==> src/core/tdm_highway_defines.vh <==
// register map, field positions, reset values and fixed counts of the
// highway offset control; included by the design files, defines only
`ifndef TDM_HIGHWAY_DEFINES_VH
`define TDM_HIGHWAY_DEFINES_VH

// register indices; byte address on apb is four times the index
`define IDX_TX_LOW_OFFSET   12'h68F
`define IDX_RX_LOW_OFFSET   12'h690
`define IDX_TX_EXT_CTRL     12'h6A1
`define IDX_RX_EXT_CTRL     12'h6A2
`define IDX_RESERVED_A      12'h6A3
`define IDX_RESERVED_B      12'h6A4
`define IDX_AUX_PATTERN     12'h6A5
`define IDX_STATUS          12'h6A6

// field positions
`define LOW_OFFSET_MSB      5
`define EXT_HIGH_BIT        0
`define EXT_DOUBLE_SLOT     1
`define ST_TX_RUN           0
`define ST_RX_RUN           1
`define ST_FIFO_EMPTY       2
`define ST_FIFO_FULL        3

// reset values
`define RST_LOW_OFFSET      6'h00
`define RST_EXT_CTRL        2'h0
`define RST_AUX_PATTERN     8'h00

// timing: bits per byte, and the word sent when the fifo runs dry
`define BYTE_SHIFT          3
`define IDLE_BYTE           8'hFF
`define SYNC_STAGES         3

`endif

==> src/core/pin_sync.v <==
// three-stage synchroniser for pins from outside the clk domain
// assumes nothing of the pins; a change is passed on once stages two and
// three agree, so a single-cycle glitch at stage two is dropped
`timescale 1ns/1ps
module pin_sync #(
  parameter WIDTH = 3
) (
  // system side
  input  wire             clk,
  input  wire             sys_rst,
  // raw pins and filtered levels
  input  wire [WIDTH-1:0] pin,
  output reg  [WIDTH-1:0] level
);
  reg [WIDTH-1:0] stage1;
  reg [WIDTH-1:0] stage2;
  reg [WIDTH-1:0] stage3;
  integer i;

  // stage1 feeds only stage2; the agreement check looks at stages 2 and 3
  always @(posedge clk) begin
    if (sys_rst) begin
      stage1 <= {WIDTH{1'b0}};
      stage2 <= {WIDTH{1'b0}};
      stage3 <= {WIDTH{1'b0}};
      level  <= {WIDTH{1'b0}};
    end else begin
      stage1 <= pin;
      stage2 <= stage1;
      stage3 <= stage2;
      for (i = 0; i < WIDTH; i = i + 1) begin
        if (stage2[i] == stage3[i]) begin
          level[i] <= stage3[i];
        end
      end
    end
  end
endmodule // pin_sync

==> src/core/byte_fifo.v <==
// fifo memory for transmit bytes waiting for their highway slot
// assumes one clock; read data always come from a register, and a word
// written into the slot about to be read is passed straight through
`timescale 1ns/1ps
module byte_fifo #(
  parameter WIDTH = 8,
  parameter AW    = 5
) (
  // system side
  input  wire             clk,
  input  wire             sys_rst,
  // filling side
  input  wire             in_valid,
  output wire             in_ready,
  input  wire [WIDTH-1:0] in_data,
  // draining side
  output wire             out_valid,
  input  wire             out_ready,
  output reg  [WIDTH-1:0] out_data,
  // fill state
  output wire             empty,
  output wire             full
);
  localparam DEPTH = 1 << AW;

  reg  [WIDTH-1:0] mem [0:DEPTH-1];
  reg  [AW-1:0]    wr_ptr;
  reg  [AW-1:0]    rd_ptr;
  reg  [AW:0]      count;
  wire             push;
  wire             pop;
  wire [AW-1:0]    next_rd;

  // honest flags: full only at DEPTH words, empty only at none
  assign full      = (count == DEPTH[AW:0]);
  assign empty     = (count == {(AW+1){1'b0}});
  assign in_ready  = ~full;
  assign out_valid = ~empty;
  assign push      = in_valid & in_ready;
  assign pop       = out_valid & out_ready;
  assign next_rd   = pop ? rd_ptr + 1'b1 : rd_ptr;

  // storage and registered read of the head word
  always @(posedge clk) begin
    if (push) begin
      mem[wr_ptr] <= in_data;
    end
    if (push && (wr_ptr == next_rd)) begin
      out_data <= in_data; // slot being written is the next head
    end else begin
      out_data <= mem[next_rd];
    end
  end

  // pointers and occupancy
  always @(posedge clk) begin
    if (sys_rst) begin
      wr_ptr <= {AW{1'b0}};
      rd_ptr <= {AW{1'b0}};
      count  <= {(AW+1){1'b0}};
    end else begin
      rd_ptr <= next_rd;
      if (push) begin
        wr_ptr <= wr_ptr + 1'b1;
      end
      if (push & ~pop) begin
        count <= count + 1'b1;
      end else if (pop & ~push) begin
        count <= count - 1'b1;
      end
    end
  end
endmodule // byte_fifo

==> src/core/tdm_highway_offset_ctrl.v <==
// highway frame offset and double time-slot control, both directions
// assumes an apb master on clk, and a highway clock, frame sync and
// receive data that arrive from outside the clk domain at least 8 clk
// periods per highway clock period
//
// Design decision made here: the APB slave port.
`timescale 1ns/1ps
`include "tdm_highway_defines.vh"

// How it works
// - transmit high bit adds 64 bytes between frame sync and transmit frame.
// - transmit offset is high bit plus six low bits, 0 to 127 bytes.
// - transmit double slot mode holds each data bit for two clocks.
// - receive high bit adds 64 bytes between frame sync and receive frame.
// - receive offset is high bit plus six low bits, 0 to 127 bytes.
// - receive double slot mode samples one bit per two highway clocks.
// - both extended controls and auxiliary pattern control reset to zero.
// - six low offset bits hold lower part of offset from frame sync.
module tdm_highway_offset_ctrl #(
  parameter FRAME_BYTES = 32,
  parameter BW          = 5,
  parameter FIFO_AW     = 5
) (
  // clock and reset
  input  wire        clk,
  input  wire        sys_rst,
  // apb slave
  input  wire        psel,
  input  wire        penable,
  input  wire        pwrite,
  input  wire [13:0] paddr,
  input  wire [31:0] pwdata,
  input  wire [3:0]  pstrb,
  output reg  [31:0] prdata,
  output wire        pready,
  output wire        pslverr,
  // transmit bytes from the user
  input  wire        tx_valid,
  output wire        tx_ready,
  input  wire [7:0]  tx_data,
  // receive bytes to the user
  output reg         rx_valid,
  output reg  [7:0]  rx_data,
  // concentration highway pins
  input  wire        highway_clock,
  input  wire        highway_frame_sync,
  input  wire        rx_highway_data,
  output reg         tx_highway_data,
  output reg         tx_highway_oe
);
  localparam ST_WAIT  = 3'b001;
  localparam ST_DELAY = 3'b010;
  localparam ST_RUN   = 3'b100;
  // index of the last byte of a frame, cut to the byte counter's width
  localparam [BW-1:0] LAST_BYTE = FRAME_BYTES[BW-1:0] - 1'b1;

  // software registers
  reg  [5:0]  tx_low_offset;
  reg  [5:0]  rx_low_offset;
  reg  [1:0]  tx_ext_ctrl;
  reg  [1:0]  rx_ext_ctrl;
  reg  [7:0]  aux_pattern_gen_ctrl;
  // settings in force for the current frame
  reg         act_tx_dts;
  reg         act_rx_dts;
  // highway sampling
  wire [2:0]  pin_level;
  reg         clk_level_d;
  wire        hw_edge;
  wire        fs_at_edge;
  wire        rx_line;
  // transmit path
  reg  [2:0]  tx_state;
  reg  [10:0] tx_cnt;
  reg         tx_half;
  reg  [2:0]  tx_bit;
  reg  [BW-1:0] tx_byte;
  reg  [7:0]  tx_shift;
  wire [10:0] tx_target;
  wire        tx_enter;
  wire        tx_advance;
  wire        tx_load;
  wire [7:0]  tx_next_byte;
  wire        fifo_valid;
  wire [7:0]  fifo_data;
  wire        fifo_empty;
  wire        fifo_full;
  // receive path
  reg  [2:0]  rx_state;
  reg  [10:0] rx_cnt;
  reg         rx_half;
  reg  [2:0]  rx_bit;
  reg  [BW-1:0] rx_byte;
  reg  [7:0]  rx_shift;
  wire [10:0] rx_target;
  wire        rx_enter;
  wire        rx_step;
  wire        cur_half;
  wire [2:0]  cur_bit;
  wire [BW-1:0] cur_byte;
  // apb decode
  wire [11:0] idx;
  wire        hit;
  wire        wr_en;

  // level pins through three flops each
  pin_sync #(
    .WIDTH (3)
  ) u_pin_sync (
    .clk     (clk),
    .sys_rst (sys_rst),
    .pin     ({rx_highway_data, highway_frame_sync, highway_clock}),
    .level   (pin_level)
  );

  // transmit bytes queue here; a full queue stalls the user
  byte_fifo #(
    .WIDTH (8),
    .AW    (FIFO_AW)
  ) u_byte_fifo (
    .clk       (clk),
    .sys_rst   (sys_rst),
    .in_valid  (tx_valid),
    .in_ready  (tx_ready),
    .in_data   (tx_data),
    .out_valid (fifo_valid),
    .out_ready (tx_load),
    .out_data  (fifo_data),
    .empty     (fifo_empty),
    .full      (fifo_full)
  );

  // rising edge of the highway clock; sync and data share its pipeline
  always @(posedge clk) begin
    if (sys_rst) begin
      clk_level_d <= 1'b0;
    end else begin
      clk_level_d <= pin_level[0];
    end
  end
  assign hw_edge    = pin_level[0] & ~clk_level_d;
  assign fs_at_edge = hw_edge & pin_level[1];
  assign rx_line    = pin_level[2];

  // apb: zero wait states, unmapped indices answer with an error
  assign idx     = paddr[13:2];
  assign hit     = (idx == `IDX_TX_LOW_OFFSET) | (idx == `IDX_RX_LOW_OFFSET) |
                   (idx == `IDX_TX_EXT_CTRL)   | (idx == `IDX_RX_EXT_CTRL)   |
                   (idx == `IDX_RESERVED_A)    | (idx == `IDX_RESERVED_B)    |
                   (idx == `IDX_AUX_PATTERN)   | (idx == `IDX_STATUS);
  assign pready  = 1'b1;
  assign pslverr = psel & penable & ~hit;
  assign wr_en   = psel & penable & pwrite & hit & pstrb[0];

  // register writes; reserved bits are not stored and read as zero
  always @(posedge clk) begin
    if (sys_rst) begin
      tx_low_offset        <= `RST_LOW_OFFSET;
      rx_low_offset        <= `RST_LOW_OFFSET;
      tx_ext_ctrl          <= `RST_EXT_CTRL;
      rx_ext_ctrl          <= `RST_EXT_CTRL;
      aux_pattern_gen_ctrl <= `RST_AUX_PATTERN;
    end else if (wr_en) begin
      case (idx)
        `IDX_TX_LOW_OFFSET: tx_low_offset <= pwdata[`LOW_OFFSET_MSB:0];
        `IDX_RX_LOW_OFFSET: rx_low_offset <= pwdata[`LOW_OFFSET_MSB:0];
        `IDX_TX_EXT_CTRL:   tx_ext_ctrl   <= pwdata[1:0];
        `IDX_RX_EXT_CTRL:   rx_ext_ctrl   <= pwdata[1:0];
        `IDX_AUX_PATTERN:   aux_pattern_gen_ctrl <= pwdata[7:0];
        default: ; // reserved registers swallow writes
      endcase
    end
  end

  // read data captured in the setup cycle, held through the access
  always @(posedge clk) begin
    if (sys_rst) begin
      prdata <= 32'h00000000;
    end else if (psel & ~penable) begin
      case (idx)
        `IDX_TX_LOW_OFFSET: prdata <= {26'h0000000, tx_low_offset};
        `IDX_RX_LOW_OFFSET: prdata <= {26'h0000000, rx_low_offset};
        `IDX_TX_EXT_CTRL:   prdata <= {30'h00000000, tx_ext_ctrl};
        `IDX_RX_EXT_CTRL:   prdata <= {30'h00000000, rx_ext_ctrl};
        `IDX_AUX_PATTERN:   prdata <= {24'h000000, aux_pattern_gen_ctrl};
        `IDX_STATUS:        prdata <= {28'h0000000, fifo_full, fifo_empty,
                                       rx_state == ST_RUN,
                                       tx_state == ST_RUN};
        default:            prdata <= 32'h00000000;
      endcase
    end
  end

  // settings are copied only at frame sync, so a write mid-frame never
  // tears the current frame
  always @(posedge clk) begin
    if (sys_rst) begin
      act_tx_dts    <= 1'b0;
      act_rx_dts    <= 1'b0;
    end else if (fs_at_edge) begin
      act_tx_dts    <= tx_ext_ctrl[`EXT_DOUBLE_SLOT];
      act_rx_dts    <= rx_ext_ctrl[`EXT_DOUBLE_SLOT];
    end
  end

  // delay in highway clocks: bytes times 8, doubled in double slot mode;
  // the high bit is weight 64, so it adds 64 bytes
  assign tx_target = {1'b0, tx_ext_ctrl[`EXT_HIGH_BIT], tx_low_offset,
                      3'b000} << tx_ext_ctrl[`EXT_DOUBLE_SLOT];
  assign rx_target = {1'b0, rx_ext_ctrl[`EXT_HIGH_BIT], rx_low_offset,
                      3'b000} << rx_ext_ctrl[`EXT_DOUBLE_SLOT];

  // transmit: frame starts on the sync edge itself when offset is zero
  assign tx_enter   = hw_edge & ((fs_at_edge & (tx_target == 11'd0)) |
                      (~fs_at_edge & (tx_state == ST_DELAY) &
                       (tx_cnt == 11'd0)));
  assign tx_advance = hw_edge & ~fs_at_edge & (tx_state == ST_RUN) &
                      ~(act_tx_dts & ~tx_half);
  assign tx_load    = tx_enter | (tx_advance & (tx_bit == 3'd7) &
                      (tx_byte != LAST_BYTE));
  assign tx_next_byte = fifo_valid ? fifo_data : `IDLE_BYTE;

  // transmit sequencer
  always @(posedge clk) begin
    if (sys_rst) begin
      tx_state        <= ST_WAIT;
      tx_cnt          <= 11'd0;
      tx_half         <= 1'b0;
      tx_bit          <= 3'd0;
      tx_byte         <= {BW{1'b0}};
      tx_shift        <= 8'h00;
      tx_highway_data <= 1'b1;
      tx_highway_oe   <= 1'b0;
    end else if (tx_enter) begin
      tx_state        <= ST_RUN;
      tx_half         <= 1'b0;
      tx_bit          <= 3'd0;
      tx_byte         <= {BW{1'b0}};
      tx_shift        <= tx_next_byte;
      tx_highway_data <= tx_next_byte[7];
      tx_highway_oe   <= 1'b1;
    end else if (fs_at_edge) begin
      tx_state        <= ST_DELAY; // a new sync restarts the frame
      tx_cnt          <= tx_target - 11'd1;
      tx_highway_oe   <= 1'b0;
      tx_highway_data <= 1'b1; // idle level while released
    end else if (hw_edge) begin
      case (tx_state)
        ST_WAIT: ;
        ST_DELAY: tx_cnt <= tx_cnt - 11'd1;
        ST_RUN: begin
          if (act_tx_dts & ~tx_half) begin
            tx_half <= 1'b1; // bit held for a second clock
          end else begin
            tx_half <= 1'b0;
            tx_bit  <= tx_bit + 3'd1;
            if (tx_bit != 3'd7) begin
              tx_shift        <= {tx_shift[6:0], 1'b0};
              tx_highway_data <= tx_shift[6];
            end else if (tx_byte == LAST_BYTE) begin
              tx_state        <= ST_WAIT;
              tx_highway_oe   <= 1'b0;
              tx_highway_data <= 1'b1; // idle level after the frame
            end else begin
              tx_byte         <= tx_byte + 1'b1;
              tx_shift        <= tx_next_byte;
              tx_highway_data <= tx_next_byte[7];
            end
          end
        end
        default: tx_state <= ST_WAIT;
      endcase
    end
  end

  // receive: the entry edge is the first clock period of bit 0
  assign rx_enter = hw_edge & ((fs_at_edge & (rx_target == 11'd0)) |
                    (~fs_at_edge & (rx_state == ST_DELAY) &
                     (rx_cnt == 11'd0)));
  assign rx_step  = rx_enter | (hw_edge & ~fs_at_edge & (rx_state == ST_RUN));
  assign cur_half = rx_enter ? 1'b0 : rx_half;
  assign cur_bit  = rx_enter ? 3'd0 : rx_bit;
  assign cur_byte = rx_enter ? {BW{1'b0}} : rx_byte;

  // receive sequencer; in double slot mode the second clock samples, but the first does in a zero-offset frame whose sync turns the mode on
  always @(posedge clk) begin
    if (sys_rst) begin
      rx_state <= ST_WAIT;
      rx_cnt   <= 11'd0;
      rx_half  <= 1'b0;
      rx_bit   <= 3'd0;
      rx_byte  <= {BW{1'b0}};
      rx_shift <= 8'h00;
      rx_data  <= 8'h00;
      rx_valid <= 1'b0;
    end else begin
      rx_valid <= 1'b0;
      if (rx_step) begin
        rx_state <= ST_RUN;
        rx_byte  <= cur_byte;
        rx_bit   <= cur_bit;
        if (act_rx_dts & ~cur_half) begin
          rx_half <= 1'b1; // first clock of a doubled bit
        end else begin
          rx_half  <= 1'b0;
          rx_bit   <= cur_bit + 3'd1;
          rx_shift <= {rx_shift[6:0], rx_line};
          if (cur_bit == 3'd7) begin
            rx_data  <= {rx_shift[6:0], rx_line};
            rx_valid <= 1'b1;
            rx_byte  <= cur_byte + 1'b1;
            if (cur_byte == LAST_BYTE) begin
              rx_state <= ST_WAIT;
            end
          end
        end
      end else if (fs_at_edge) begin
        rx_state <= ST_DELAY;
        rx_cnt   <= rx_target - 11'd1;
      end else if (hw_edge && rx_state == ST_DELAY) begin
        rx_cnt <= rx_cnt - 11'd1;
      end
    end
  end
endmodule // tdm_highway_offset_ctrl

==> config.mk <==
export PLATFORM = sky130hd
export DESIGN_NAME = tdm_highway_offset_ctrl
export DESIGN_NICKNAME = d
export VERILOG_FILES = /design/src/core/pin_sync.v /design/src/core/byte_fifo.v /design/src/core/tdm_highway_offset_ctrl.v
export VERILOG_INCLUDE_DIRS = /design/src /design/src/core
export SDC_FILE = /design/constraint.sdc
export NUM_CORES = 1
export LEC_CHECK = 0
export ABC_AREA = 0
export ABC_CLOCK_PERIOD_IN_PS = 5800
export BUFFER_PORTS_ARGS = -buffer_cell sky130_fd_sc_hd__buf_2
export CAP_MARGIN = 20
export CORE_ASPECT_RATIO = 1.2
export CORE_MARGIN = 5
export CORE_UTILIZATION = 35
export DETAILED_ROUTE_END_ITERATION = 8
export GPL_TIMING_DRIVEN = 0
export PLACE_DENSITY = 0.52
export REMOVE_ABC_BUFFERS = 1
export SYNTH_ARGS = -nofsm -noshare
export SYNTH_HDL_FRONTEND = slang
export SYNTH_HIERARCHICAL = 1
export SYNTH_SLANG_ARGS = --single-unit
==> constraint.sdc <==
create_clock -name clk -period 5.8 [get_ports clk]
set_clock_uncertainty 0.15 [all_clocks]
set_input_delay 0.87 -clock clk [delete_from_list [all_inputs] [get_ports clk]]
set_output_delay 0.87 -clock clk [all_outputs]
set_load 0.01 [all_outputs]
# Word level (Yosys, flattened, before mapping)
# Memories as Yosys holds them, arrays and structs flattened. A register that Yosys moved wholly into a read port is not among the register bits.
# Index checks and enable logic that the tools add are counted.
totals:
  in_bits: 67
  memories: 1
  reg_bits: 158
  output_inout_bits: 46
  word_cells: 231
  ram_bits: 256
op_classes:
  n_shift: 2
  n_bitwise: 55
  mux: 54
  n_reduce_logical: 36
  eq_ne: 36
  add_sub_neg: 12
mem_list:
  columns: ["name", "depth", "word_bits", "read_ports", "rd_clocked_by_memory_dff", "wr", "line_no", "source"]
  rows:
  - ["u_byte_fifo.mem", 32, 8, 1, 1, 1, "byte_fifo.v:26", "reg [WIDTH-1:0] mem [0:DEPTH-1];"]
op_table:
  columns: ["cell", "n"]
  rows:
  - ["$eq 12x11->1 const B", 8]
  - ["$mux 11", 5]
  - ["$mux 7", 7]
  - ["$pmux 8 s6", 1]
  - ["$logic_not 11->1", 4]
  - ["$sub 11x1->11 const B", 4]
  - ["$mux 3", 13]
  - ["$and 1x1->1", 28]
  - ["$shl 10x1->11", 2]
  - ["$add 5x1->5 const B", 4]
  - ["$mux 1", 20]
  - ["$mux 5", 4]
  - ["$reduce_and 5->1", 4]
  - ["$ne 3x3->1 const B", 6]
  - ["$not 1->1", 16]
  - ["$reduce_and 2->1", 7]
  - ["$reduce_bool 2->1", 7]
  - ["$eq 3x3->1 const B", 4]
  - ["$mux 6", 2]
  - ["$reduce_and 3->1", 4]
  - ["$or 1x1->1", 11]
  - ["$eq 5x5->1 const B", 2]
  - ["$reduce_bool 3->1", 3]
  - ["$mux 8", 1]
  - ["other kinds (21)", 28]

# Depth between registers and ports, before layout
# Gate-level depths: netlist of the first run.
logic_depth:
  depth_word: 14
  ltp_mapped: 13
  depth_no_buf: 13

# Modules after synthesis
# Netlist of the first run, hierarchy kept.
by_module_without_submodules:
  columns: ["mod", "cells_per_inst", "area_each_um2", "seq_area_each_um2", "instances"]
  rows:
  - ["byte_fifo", 629, 11101.9, 8107.8, 1]
  - ["tdm_highway_offset_ctrl", 693, 5871.9, 2122.0, 1]
  - ["pin_sync", 31, 387.9, 240.2, 1]

# Worst setup path before layout of the first run
# OpenSTA, ideal clock, no wires.
synth_path:
  path_kind: "register -> register"
  startpoint: "reg tx_cnt[2]"
  endpoint: "reg u_byte_fifo.count[5]"
  period_less_slack_ns: 3.362
  path_stages_with_launch: 13
  setup_time_ns: 0.062
  arrival_ns: 3.150
  setup_slack_ns: 2.438
  cell_sequence: "dfxtp_1 > or4_4 > nand4bb_4 > o41a_1 > nand2b_2 > o31ai_4 > ha_1 > inv_1 > ha_1 > and3_1 > a2111oi_0 > o22ai_1 > nand3_1"
synth_between:
  elab_chain_cells: 9
  elab_cells_between_ends: 11
synth_lines:
  columns: ["element", "line_no", "source"]
  rows:
  - ["start, declared", "tdm_highway_offset_ctrl.v:74", "reg [10:0] tx_cnt;"]
  - ["start signal, assigned", "tdm_highway_offset_ctrl.v:244", "tx_cnt <= tx_target - 11'd1;"]
  - ["start signal, assigned", "tdm_highway_offset_ctrl.v:250", "ST_DELAY: tx_cnt <= tx_cnt - 11'd1;"]
  - ["$logic_not 11->1 (*)", "tdm_highway_offset_ctrl.v:216", "(tx_cnt == 11'd0)));"]
  - ["$and 1x1->1 (*)", "tdm_highway_offset_ctrl.v:215", "(~fs_at_edge & (tx_state == ST_DELAY) &"]
  - ["$or 1x1->1 (*)", "tdm_highway_offset_ctrl.v:214", "assign tx_enter = hw_edge & ((fs_at_edge & (tx_target == 11'd0)) |"]
  - ["$and 1x1->1 (*)", "tdm_highway_offset_ctrl.v:214", null]
  - ["$or 1x1->1 (*)", "tdm_highway_offset_ctrl.v:219", "assign tx_load = tx_enter | (tx_advance & (tx_bit == 3'd7) &"]
  - ["named net tx_load", "tdm_highway_offset_ctrl.v:82", "wire tx_load;"]
  - ["$and 1x1->1 (*)", "byte_fifo.v:40", "assign pop = out_valid & out_ready;"]
  - ["$not 1->1", "byte_fifo.v:66", "if (push & ~pop) begin"]
  - ["$and 1x1->1", "byte_fifo.v:66", null]
  - ["$mux 6 or $reduce_bool 2->1 (tied branches)", null, null]
  - ["end signal, assigned", "byte_fifo.v:60", "count <= {(AW+1){1'b0}};"]
  - ["end signal, assigned", "byte_fifo.v:67", "count <= count + 1'b1;"]
  - ["end signal, assigned", "byte_fifo.v:69", "count <= count - 1'b1;"]
  - ["end, declared", "byte_fifo.v:29", "reg [AW:0] count;"]
# The timed path passes the listed nets; every way through them passes the cells marked *.
# A chain may end at the register's enable or synchronous reset.

# Worst setup path in the final report of the first run
layout_path:
  startpoint: "reg tx_state[2]"
  endpoint: "reg u_byte_fifo.count[5]"
layout_between:
  elab_chain_cells: 10
  elab_cells_between_ends: 17
layout_lines:
  columns: ["element", "line_no", "source"]
  rows:
  - ["start, declared", "tdm_highway_offset_ctrl.v:73", "reg [2:0] tx_state;"]
  - ["start signal, assigned", "tdm_highway_offset_ctrl.v:226", "tx_state <= ST_WAIT;"]
  - ["start signal, assigned", "tdm_highway_offset_ctrl.v:235", "tx_state <= ST_RUN;"]
  - ["start signal, assigned", "tdm_highway_offset_ctrl.v:243", "tx_state <= ST_DELAY;"]
  - ["$eq 3x2->1 or $eq 3x3->1 (tied branches)", "tdm_highway_offset_ctrl.v:215, tdm_highway_offset_ctrl.v:217", null]
  - ["$and 1x1->1, on equally long branches (2 in series)", "tdm_highway_offset_ctrl.v:215, tdm_highway_offset_ctrl.v:217", null]
  - ["$or 1x1->1 or $and 1x1->1 (tied branches)", "tdm_highway_offset_ctrl.v:214, tdm_highway_offset_ctrl.v:219", null]
  - ["$and 1x1->1, on equally long branches", "tdm_highway_offset_ctrl.v:214, tdm_highway_offset_ctrl.v:219", null]
  - ["$or 1x1->1 (*)", "tdm_highway_offset_ctrl.v:219", null]
  - ["named net tx_load", "tdm_highway_offset_ctrl.v:82", null]
  - ["$and 1x1->1 (*)", "byte_fifo.v:40", null]
  - ["$not 1->1", "byte_fifo.v:66", null]
  - ["$and 1x1->1", "byte_fifo.v:66", null]
  - ["$mux 6 or $reduce_bool 2->1 (tied branches)", null, null]
# Marked as above.

==> summary by stage, run 1 <==
Logic synthesis
The average cell area after synthesis is 12.8 um2. The count of warnings emitted by yosys is 6. Of the post-synthesis cell area, the dominant cell type holds 0.443.

For this run, asynchronously set or reset flops after synthesis account for 0. In this run the cell area of the synthesized design comes to 17400 um2. In the post-synthesis netlist, the biggest area contributors are sky130_fd_sc_hd__edfxtp_1 (44%), sky130_fd_sc_hd__dfxtp_1 (16%), sky130_fd_sc_hd__mux2i_1 (6.6%), sky130_fd_sc_hd__mux4_2 (4.2%), sky130_fd_sc_hd__nor2_1 (3.2%). In the synthesized netlist the dominant register cell turns out to be sky130_fd_sc_hd__edfxtp_1. Counting flops and latches in the post-synthesis netlist gives 395. For this run, the register share of the synthesized area comes to 0.603. The cell taking the most area after synthesis is sky130_fd_sc_hd__edfxtp_1. In the synthesized netlist, the number of instances is 1353. The count of flip-flops with a built-in enable after synthesis is 256. The netlist uses 94 different library cells.

GRT
The first global-routing pass estimated 59900 um of wire. In this run the most used layer during global routing was met2. For met2 alone, demand over resource in global routing was 0.246. For this run, global-route usage on met1 was measured as 0.178. The number of antenna violations at the first check in global routing is 0. The number of global-route vias before repair was 10452.

The total congestion overflow is 0. The global-route usage over all layers is 0.141. The pin count of the biggest net entering global routing is 97.

The met3 track utilization from global routing is 0.0279.

Clock network
The count of hold buffers inserted by post-cts repair is 0. The number of instances resized during post-cts repair is 0. The H-tree generated during clock tree synthesis spans 2 levels. The number of setup buffers added after CTS is 0. CTS placed an instance of sky130_fd_sc_hd__clkbuf_16 at the clock tree root. The number of buffers created by CTS is 43. The clock input transition at the sequential cells of the worst setup and hold paths is 60 ps. The number of buffers on the longest clock path is 3. For the worst-skew pair, the clock arrives at the later sink with an insertion delay of 580 ps.

TritonCTS built the clock tree. The clock net in this run drives a total of 395 sinks.

Worst setup path
STA classifies the critical path endpoint as a flop. The endpoint identified for the worst register-to-register timing path is u_byte_fifo/count[5]. The startpoint of the worst-slack reg-to-reg timing path is tx_state[2]. The critical path's slowest cell is sky130_fd_sc_hd__nor3b_1. The data arrival time of the critical path is 4880 ps. At the worst endpoint, the required time is 6150 ps. The critical path goes through nor3b_1, nand3_1, nor3b_2, nand2b_2, o31ai_4, ha_1, inv_1, ha_1, and3_1, a2111oi_0, o22ai_1, nand3_1.

The highest cell delay on the worst timing path is 740 ps. The buffer and inverter count on the worst path is 1. The family of cells with the greatest summed delay on the critical path is simple AND/OR/NAND/NOR gates. The number of cells on the worst reg-to-reg path is 12. The maximum fanout along the worst path is 12. The nature of the critical path startpoint is a flop. The class of the most critical setup path is flop to flop. The setup slack of the most critical reg-to-reg path is 1280 ps.

Min path
The start point of the worst hold path is u_pin_sync/stage1[1]. The worst hold path terminates at u_pin_sync/stage2[1]. The worst hold path belongs to the class flop to flop.

The hold path depth is 1.

Floorplan
The number of placed I/O pins is 113. The die covers 54200 um2. The initial utilization of the core area, before any placement, comes to 0.354. The floorplan has 89 rows. The total area inside the core boundary comes to 49100 um2. The floorplan step set the die height to 254 um. The die width is 213 um.

STA
Setup repair after global routing left no endpoint under its margin. The minimum clock period after layout is 4520 ps. The achievable clock frequency is 221 MHz. The count of final hold-check violations is 0. The count of final max-slew check failures is 0. Setup slack on the critical path of the routed design comes to 1280 ps.

The final number of setup-violating endpoints is 0. The worst max-slew margin expressed relative to the limit is 0.252. At the pin with the least slew margin, the transition time is 1120 ps.

The final period utilization is 0.780.

Detailed routing
In this run, the number of DRC markers left after iteration 0 of detailed routing was 659. Before antenna repair, the detailed router went through 5 iterations. The detailed-route wire length per cell is 18.8 um. The via count is 10660.

In the routed layout, each cell is associated on average with a via count of 5.17. The DRC violations left is 0. In this run the remaining antenna-violating nets after routing total 0.

For this block, the routed nets add up to 38700 um of wire.

Place
The quantity of I/O buffers inserted on ports is 58. In this run the cell area measured after placement is 18100 um2. Prior to clock tree synthesis, the placed netlist has a worst setup slack of 1090 ps.

At the end of routability-driven placement, the weighted congestion stood at 0.811. Detailed placement finished with a half-perimeter wire length of 25200 um. The number of instances in the placed design is 1982.

Flow run
Max-cap violations in this run came to 0.

Layout
For this run, the share of the core covered by cells in the final layout is 0.398. The final design instance area without fill is 19500 um2. Counting the fill cells in the layout gives 4651. The multi-input combinational cells in the finished layout cover a total of 6370 um2. The final layout contains 1480 nets. The number of diodes is 0.

The register cell area after layout is 10500 um2. Relative to the synthesized area, the layout overhead comes to 12.5%. The proportion of layout cells with a drive suffix above 1 is 0.154. Excluding fillers, the count of instances in the completed layout stands at 2062.

Power and ir drop
The register share of total power is 0.504. Of the total power, the share spent switching nets is 0.228. For this design the ratio of total power to cell area is 313 nW/um2. The internal power component is 0.00471 W. The maximum vdd drop is 0.302 mV.

The final total power is 0.00611 W. The share of total power dissipated in combinational logic is 0.057. The total leakage power is 6.63 nW. The reported net switching power is 0.00139 W. Of the total power, the clock network draws 0.439.

Run status
The run finished with clean final reports.
==> worst max path at each step <==
stage,from,endpoint,cells past startpoint
3_3_place_gp,flop,tx_shift[0],6
5_1_grt,tx_state[2],u_byte_fifo/count[5],12
2_1_floorplan,flop,tx_highway_data,6
4_1_cts,tx_state[2],u_byte_fifo/count[5],12
6_report,tx_state[2],u_byte_fifo/count[5],12
3_5_place_dp,tx_state[2],u_byte_fifo/count[5],12
==> logic make-up after synthesis <==
logic type | synth area share
compound gates | 0.100
xor+xnor | 0.0106
fa+ha+maj | 0.0163
buf+inv | 0.0350
flops | 0.603
mux | 0.111
other cells | 0.000433
simple gates | 0.124
==> power by group through the flow <==
stage	Combinational [W]	Clock (W)	Sequential (W)
global route	0.000392	0.00289	0.00308
floorplan	0.000216	0	0.00313
finish	0.000349	0.00268	0.00308
detailed placement	0.000354	0	0.00314
CTS	0.000356	0.00278	0.00308
global placement	0.000348	0	0.00314
==> routing by layer <==
layer | wire, um | vias up
li1 | - | 5151
met1 | 16500 | 5285
met2 | 19900 | 177
met3 | 1550 | 47
met4 | 809 | 0
met5 | 0 | -
==> synthesized netlist by cell type, types with 12 or more instances <==
library cell / instances
sky130_fd_sc_hd__a21oi_1: 56
sky130_fd_sc_hd__nand2b_1: 14
sky130_fd_sc_hd__dfxtp_1: 139
sky130_fd_sc_hd__clkbuf_1: 39
sky130_fd_sc_hd__buf_4: 30
sky130_fd_sc_hd__ha_1: 21
sky130_fd_sc_hd__edfxtp_1: 256
sky130_fd_sc_hd__a211oi_1: 12
sky130_fd_sc_hd__nand3_1: 43
sky130_fd_sc_hd__a22o_1: 15
sky130_fd_sc_hd__nand2_1: 46
sky130_fd_sc_hd__buf_2: 15
sky130_fd_sc_hd__nor2b_1: 20
sky130_fd_sc_hd__inv_1: 18
sky130_fd_sc_hd__nor3_1: 17
sky130_fd_sc_hd__mux4_2: 32
sky130_fd_sc_hd__a22oi_1: 42
sky130_fd_sc_hd__o21ai_0: 44
sky130_fd_sc_hd__mux2i_1: 115
sky130_fd_sc_hd__nor2_1: 149
==> metrics by stage <==
stage,hold slack (ps),TNS (ps)
after floorplan,265,0
after global placement,278,-4040
after detailed placement,278,0
after CTS,306,0
after global routing,326,0
final,303,0
==> cell usage in the layout (no fill, tap or decap), drive strengths merged, types with 18 or more instances in the layout <==
cell	synthesis	final
a21oi	60	60
a22oi	42	42
buf	58	67
clkbuf	39	56
clkinv	0	18
conb	2	25
dfxtp	139	139
edfxtp	256	256
ha	21	21
inv	18	19
mux2i	115	115
mux4	32	32
nand2	50	50
nand3	43	43
nor2	150	150
nor2b	27	27
nor3	19	19
o21ai	48	48
==> final cells by class <==
type	instances	share of cell area
timing repair buffer	67	0.0218
clock buffer	56	0.0596
sequential	395	0.536
tap	637	0.0408
clock inverter	23	0.0115
inverter	18	0.00346
multi-input combinational	866	0.326
==> flip-flops by register name (all words and copies together) (netlist names), 7 cells and up, named ones only <==
register              count
aux_pattern_gen_ctrl      8
prdata                    8
rx_cnt                   11
rx_data                   8
rx_shift                  7
tx_cnt                   11
tx_shift                  7
u_byte_fifo/mem         256
(Power assumes the default switching activity.)
==> inputs of run 2 (changes only) <==
--- a/config.mk
+++ b/config.mk
@@ -7,7 +7,7 @@
 export NUM_CORES = 1
 export LEC_CHECK = 0
 export ABC_AREA = 0
-export ABC_CLOCK_PERIOD_IN_PS = 5800
+export ABC_CLOCK_PERIOD_IN_PS = 4100
 export BUFFER_PORTS_ARGS = -buffer_cell sky130_fd_sc_hd__buf_2
 export CAP_MARGIN = 20
 export CORE_ASPECT_RATIO = 1.2
@@ -15,7 +15,7 @@
 export CORE_UTILIZATION = 35
 export DETAILED_ROUTE_END_ITERATION = 8
 export GPL_TIMING_DRIVEN = 0
-export PLACE_DENSITY = 0.52
+export PLACE_DENSITY = 0.54
 export REMOVE_ABC_BUFFERS = 1
 export SYNTH_ARGS = -nofsm -noshare
 export SYNTH_HDL_FRONTEND = slang
==> constraint.sdc (replaced) <==
create_clock -name clk -period 4.1 [get_ports clk]
set_clock_uncertainty 0.15 [all_clocks]
set_input_delay 0.615 -clock clk [delete_from_list [all_inputs] [get_ports clk]]
set_output_delay 0.615 -clock clk [all_outputs]
set_load 0.01 [all_outputs]
==> run 2 against run 1 <==
Count of clock-buffer cells in the layout fell by 4; first-iteration DRC count increased by 2.7%; non-clock buffer count is 1 higher; combinational power up 44%; sequential power is 41% higher; worst hold slack lost 180 ps; via count is essentially flat; clock power grew 40%; critical path type unchanged; largest cell class unchanged; largest power group unchanged.
==> summary by stage, run 2 (synthesized netlist as in run 1, its figures left out) <==
Layout
The filler cell count in the final layout came to 4632 (-0.41%). The largest registers in the layout are u_byte_fifo/mem (256), rx_cnt (11), tx_cnt (11). The flip-flop count of the largest register, all copies and words added is 256 (unchanged). The number of nets in the layout came to 1482 (+0.14%).

The count of non-filler cells in the finished layout is 2064 (+0.097%). The most frequent standard cell in the layout excluding fill and tap cells is sky130_fd_sc_hd__edfxtp_1. u_byte_fifo/mem holds more flip-flops than any other register. The area growth from synthesis to final layout is 12.7%. In the layout the commonest cells are sky130_fd_sc_hd__edfxtp_1 (256), sky130_fd_sc_hd__nor2_1 (149), sky130_fd_sc_hd__dfxtp_1 (136), sky130_fd_sc_hd__mux2i_1 (115), sky130_fd_sc_hd__buf_2 (57).

The proportion of layout cells with a drive suffix above 1 is 0.156 (+0.00270).

Clock network
The count of hold buffers inserted by post-cts repair was 0 (unchanged). The count of clock tree sinks is 395 (unchanged). TritonCTS built the clock tree. The cell sitting at the root of the clock tree is a sky130_fd_sc_hd__clkbuf_16. The deepest level of the CTS H-tree is 2 (unchanged). The clock input transition at the sequential cells of the worst setup and hold paths is 60 ps (about the same).

The later-pin clock latency in the skew report was 580 ps (about the same). The number of buffers on the longest clock path is 3 (unchanged). The number of buffers created by CTS is 44 (+2.3%).

Worst setup path
The data arrival time of the critical path is 4210 ps (-670 ps). The maximum fanout along the worst path is 12 (unchanged). The data required time at the worst endpoint is 4460 ps (-1690 ps). Among the stages of the critical path, the cell type that occurs most often is sky130_fd_sc_hd__ha_1. Traced cell by cell, the critical path runs through or4_4, nand4bb_4, o41a_4, nand2b_2, o31ai_4, ha_1, inv_1, ha_1, and3_1, a2111oi_0, o22ai_1, nand3_1. The cell depth of the worst setup path is 12 (unchanged).

In this run the critical register-to-register path is launched from tx_cnt[2]. The kind of capture point of the worst setup path is a flop. The highest cell delay on the worst timing path came to 570 ps (-170 ps). Among cell families on the critical path, the largest total delay comes from simple AND/OR/NAND/NOR gates. In this run the worst setup path begins at tx_cnt[2]. The setup slack of the most critical reg-to-reg path is 250 ps (-1030 ps).

The buffer and inverter count on the worst path is 1 (unchanged). The number of cells on the worst reg-to-reg path is 12 (unchanged). The most critical setup path has its endpoint at u_byte_fifo/count[5]. STA classifies the critical path startpoint as a flop. The largest individual stage delay along the critical path comes from the cell sky130_fd_sc_hd__or4_4. The endpoint identified for the worst register-to-register timing path is u_byte_fifo/count[5].

The worst setup path is of the flop to flop kind.

Power and ir drop
The maximum vdd drop is 0.346 mV (+15%). The total leakage power is 6.62 nW (about the same). The areal power density over the cells came to 440 nW/um2 (+41%).

Detailed routing
The detailed-route wire length per cell is 18.6 um (-1.1%). The total routed wirelength was 38300 um (-1.0%). The iteration-0 DRC count of the detailed router came to 677 (+2.7%). The average via count per standard cell is 5.16 (-0.11%). The DRC violations left is 0 (unchanged). The count of antenna-violating nets left after detailed routing was 0 (unchanged).

The via count is 10659 (-0.0094%). The length of the first detailed-routing pass in iterations is 4 (-1).

GRT
The pin count of the biggest net entering global routing came to 80 (-18%). The global-route wire length before repair was 60300 um (+0.74%). The total congestion overflow is 0 (unchanged).

The number of antenna violations at the first check in global routing is 0 (unchanged). The number of global-route vias before repair is 10565 (+1.1%). The global-route usage over all layers is 0.140 (-0.000396).

Floorplan
The placeable core region is 49100 um2 (unchanged). The die width is 213 um (unchanged). The vertical die dimension is 254 um (unchanged).

The number of placed I/O pins is 113 (unchanged). The starting density of the core was 0.354 (unchanged). The cell row count is 89 (unchanged). The overall die area came to 54200 um2 (unchanged).

STA
The setup total negative slack is 0 ps (unchanged). The final number of setup-violating endpoints came to 0 (unchanged). The worst max-slew margin expressed relative to the limit is 0.287 (+0.0353). The final critical-path setup slack came to 247 ps (-1030 ps). The final period utilization is 0.940 (+0.160). The achievable clock frequency is 260 MHz (+17%). The minimum clock period after layout is 3850 ps (-669 ps). The count of final max-slew check failures is 0 (unchanged). The transition time of the tightest slew-check pin is 1070 ps (-56.8 ps).

The count of final hold-check violations came to 0 (unchanged). The final hold slack was 126 ps (-177 ps). Setup repair after global routing left no endpoint under its margin.

Place
The final weighted congestion in routability-driven placement is 0.775 (-4.5%). The number of instances in the placed design is 1982 (unchanged). The quantity of I/O buffers inserted on ports is 58 (unchanged). The detailed placer's ending HPWL is 25000 um (-0.90%). The post-place setup slack is -466 ps (-1560 ps).

Run status
The run finished with clean final reports.

Flow run
The count of maximum capacitance violations is 0 (unchanged).

Min path
In this run the worst hold path is classified as input port to flop.
-- run 2: changes by cell type in the layout (fill, tap and decap cells not counted), sizes merged --
| cell | before | now |
|---|---|---|
| buf | 67 | 68 |
| bufinv | 3 | 2 |
| clkbuf | 56 | 52 |
| clkinv | 18 | 21 |
| diode | 0 | 1 |
| inv | 19 | 21 |
-- run 2: routing by layer --
layer,share of wire,vias up,global-route usage,routed length [um]
met1,0.43,5289,0.179,16500
met4,0.025,0,0.0423,962
met3,0.039,56,0.0272,1480
met2,0.50,164,0.242,19400
li1,-,5150,-,-
met5,0,-,0,0
-- run 2: power by group --
group          switching (W)  total, W  internal (W)
sequential         0.0000542   0.00435       0.00430
combinational       0.000341  0.000502      0.000161
clock                0.00161   0.00376       0.00215
-- run 2: worst min path at each step --
stage | start | endpoint | depth (start not counted)
6_report | highway_frame_sync | u_pin_sync/stage1[1] | 2
3_3_place_gp | u_pin_sync/stage1[1] | u_pin_sync/stage2[1] | 1
2_1_floorplan | u_pin_sync/stage1[0] | u_pin_sync/stage2[0] | 1
4_1_cts | rx_highway_data | u_pin_sync/stage1[2] | 2
3_5_place_dp | u_pin_sync/stage1[0] | u_pin_sync/stage2[0] | 1
5_1_grt | rx_highway_data | u_pin_sync/stage1[2] | 2
-- run 2: repair_timing --
action	4_1_cts	5_1_grt
pin swaps	0	1
gates resized for setup	5	5
buffers inserted	0	2
setup endpoints to repair	18	7
-- run 2: layout make-up --
| type | instances | area, um2 | area share |
|---|---|---|---|
| Inverter | 18 | 67.6 | 0.00345 |
| Antenna cell | 1 | 2.50 | 0.000128 |
| Tap cell | 637 | 797 | 0.0407 |
| Multi-Input combinational cell | 866 | 6420 | 0.328 |
| Sequential cell | 395 | 10500 | 0.535 |
| Clock inverter | 27 | 206 | 0.0106 |
| Timing Repair Buffer | 68 | 435 | 0.0223 |
| Clock buffer | 52 | 1160 | 0.0593 |
-- run 2: worst reg2reg max path, cell delays in order (launching register included) --
cell and delay (ps):
sky130_fd_sc_hd__dfxtp_1 350, sky130_fd_sc_hd__or4_4 570, sky130_fd_sc_hd__nand4bb_4 250, sky130_fd_sc_hd__o41a_4 550
sky130_fd_sc_hd__nand2b_2 190, sky130_fd_sc_hd__o31ai_4 130, sky130_fd_sc_hd__ha_1 300, sky130_fd_sc_hd__inv_1 220
sky130_fd_sc_hd__ha_1 280, sky130_fd_sc_hd__and3_1 190, sky130_fd_sc_hd__a2111oi_0 380, sky130_fd_sc_hd__o22ai_1 160
sky130_fd_sc_hd__nand3_1 80
-- run 2: through the flow --
| stage | utilization | area (um2) | total power [W] |
|---|---|---|---|
| detailed placement | 0.369 | 18100 | 0.00494 |
| finish | 0.398 | 19600 | 0.00862 |
| global placement | 0.366 | 18000 | 0.00493 |
| global route | 0.398 | 19600 | 0.00899 |
| CTS | 0.398 | 19500 | 0.00876 |
| floorplan | - | 16900 | 0.00473 |
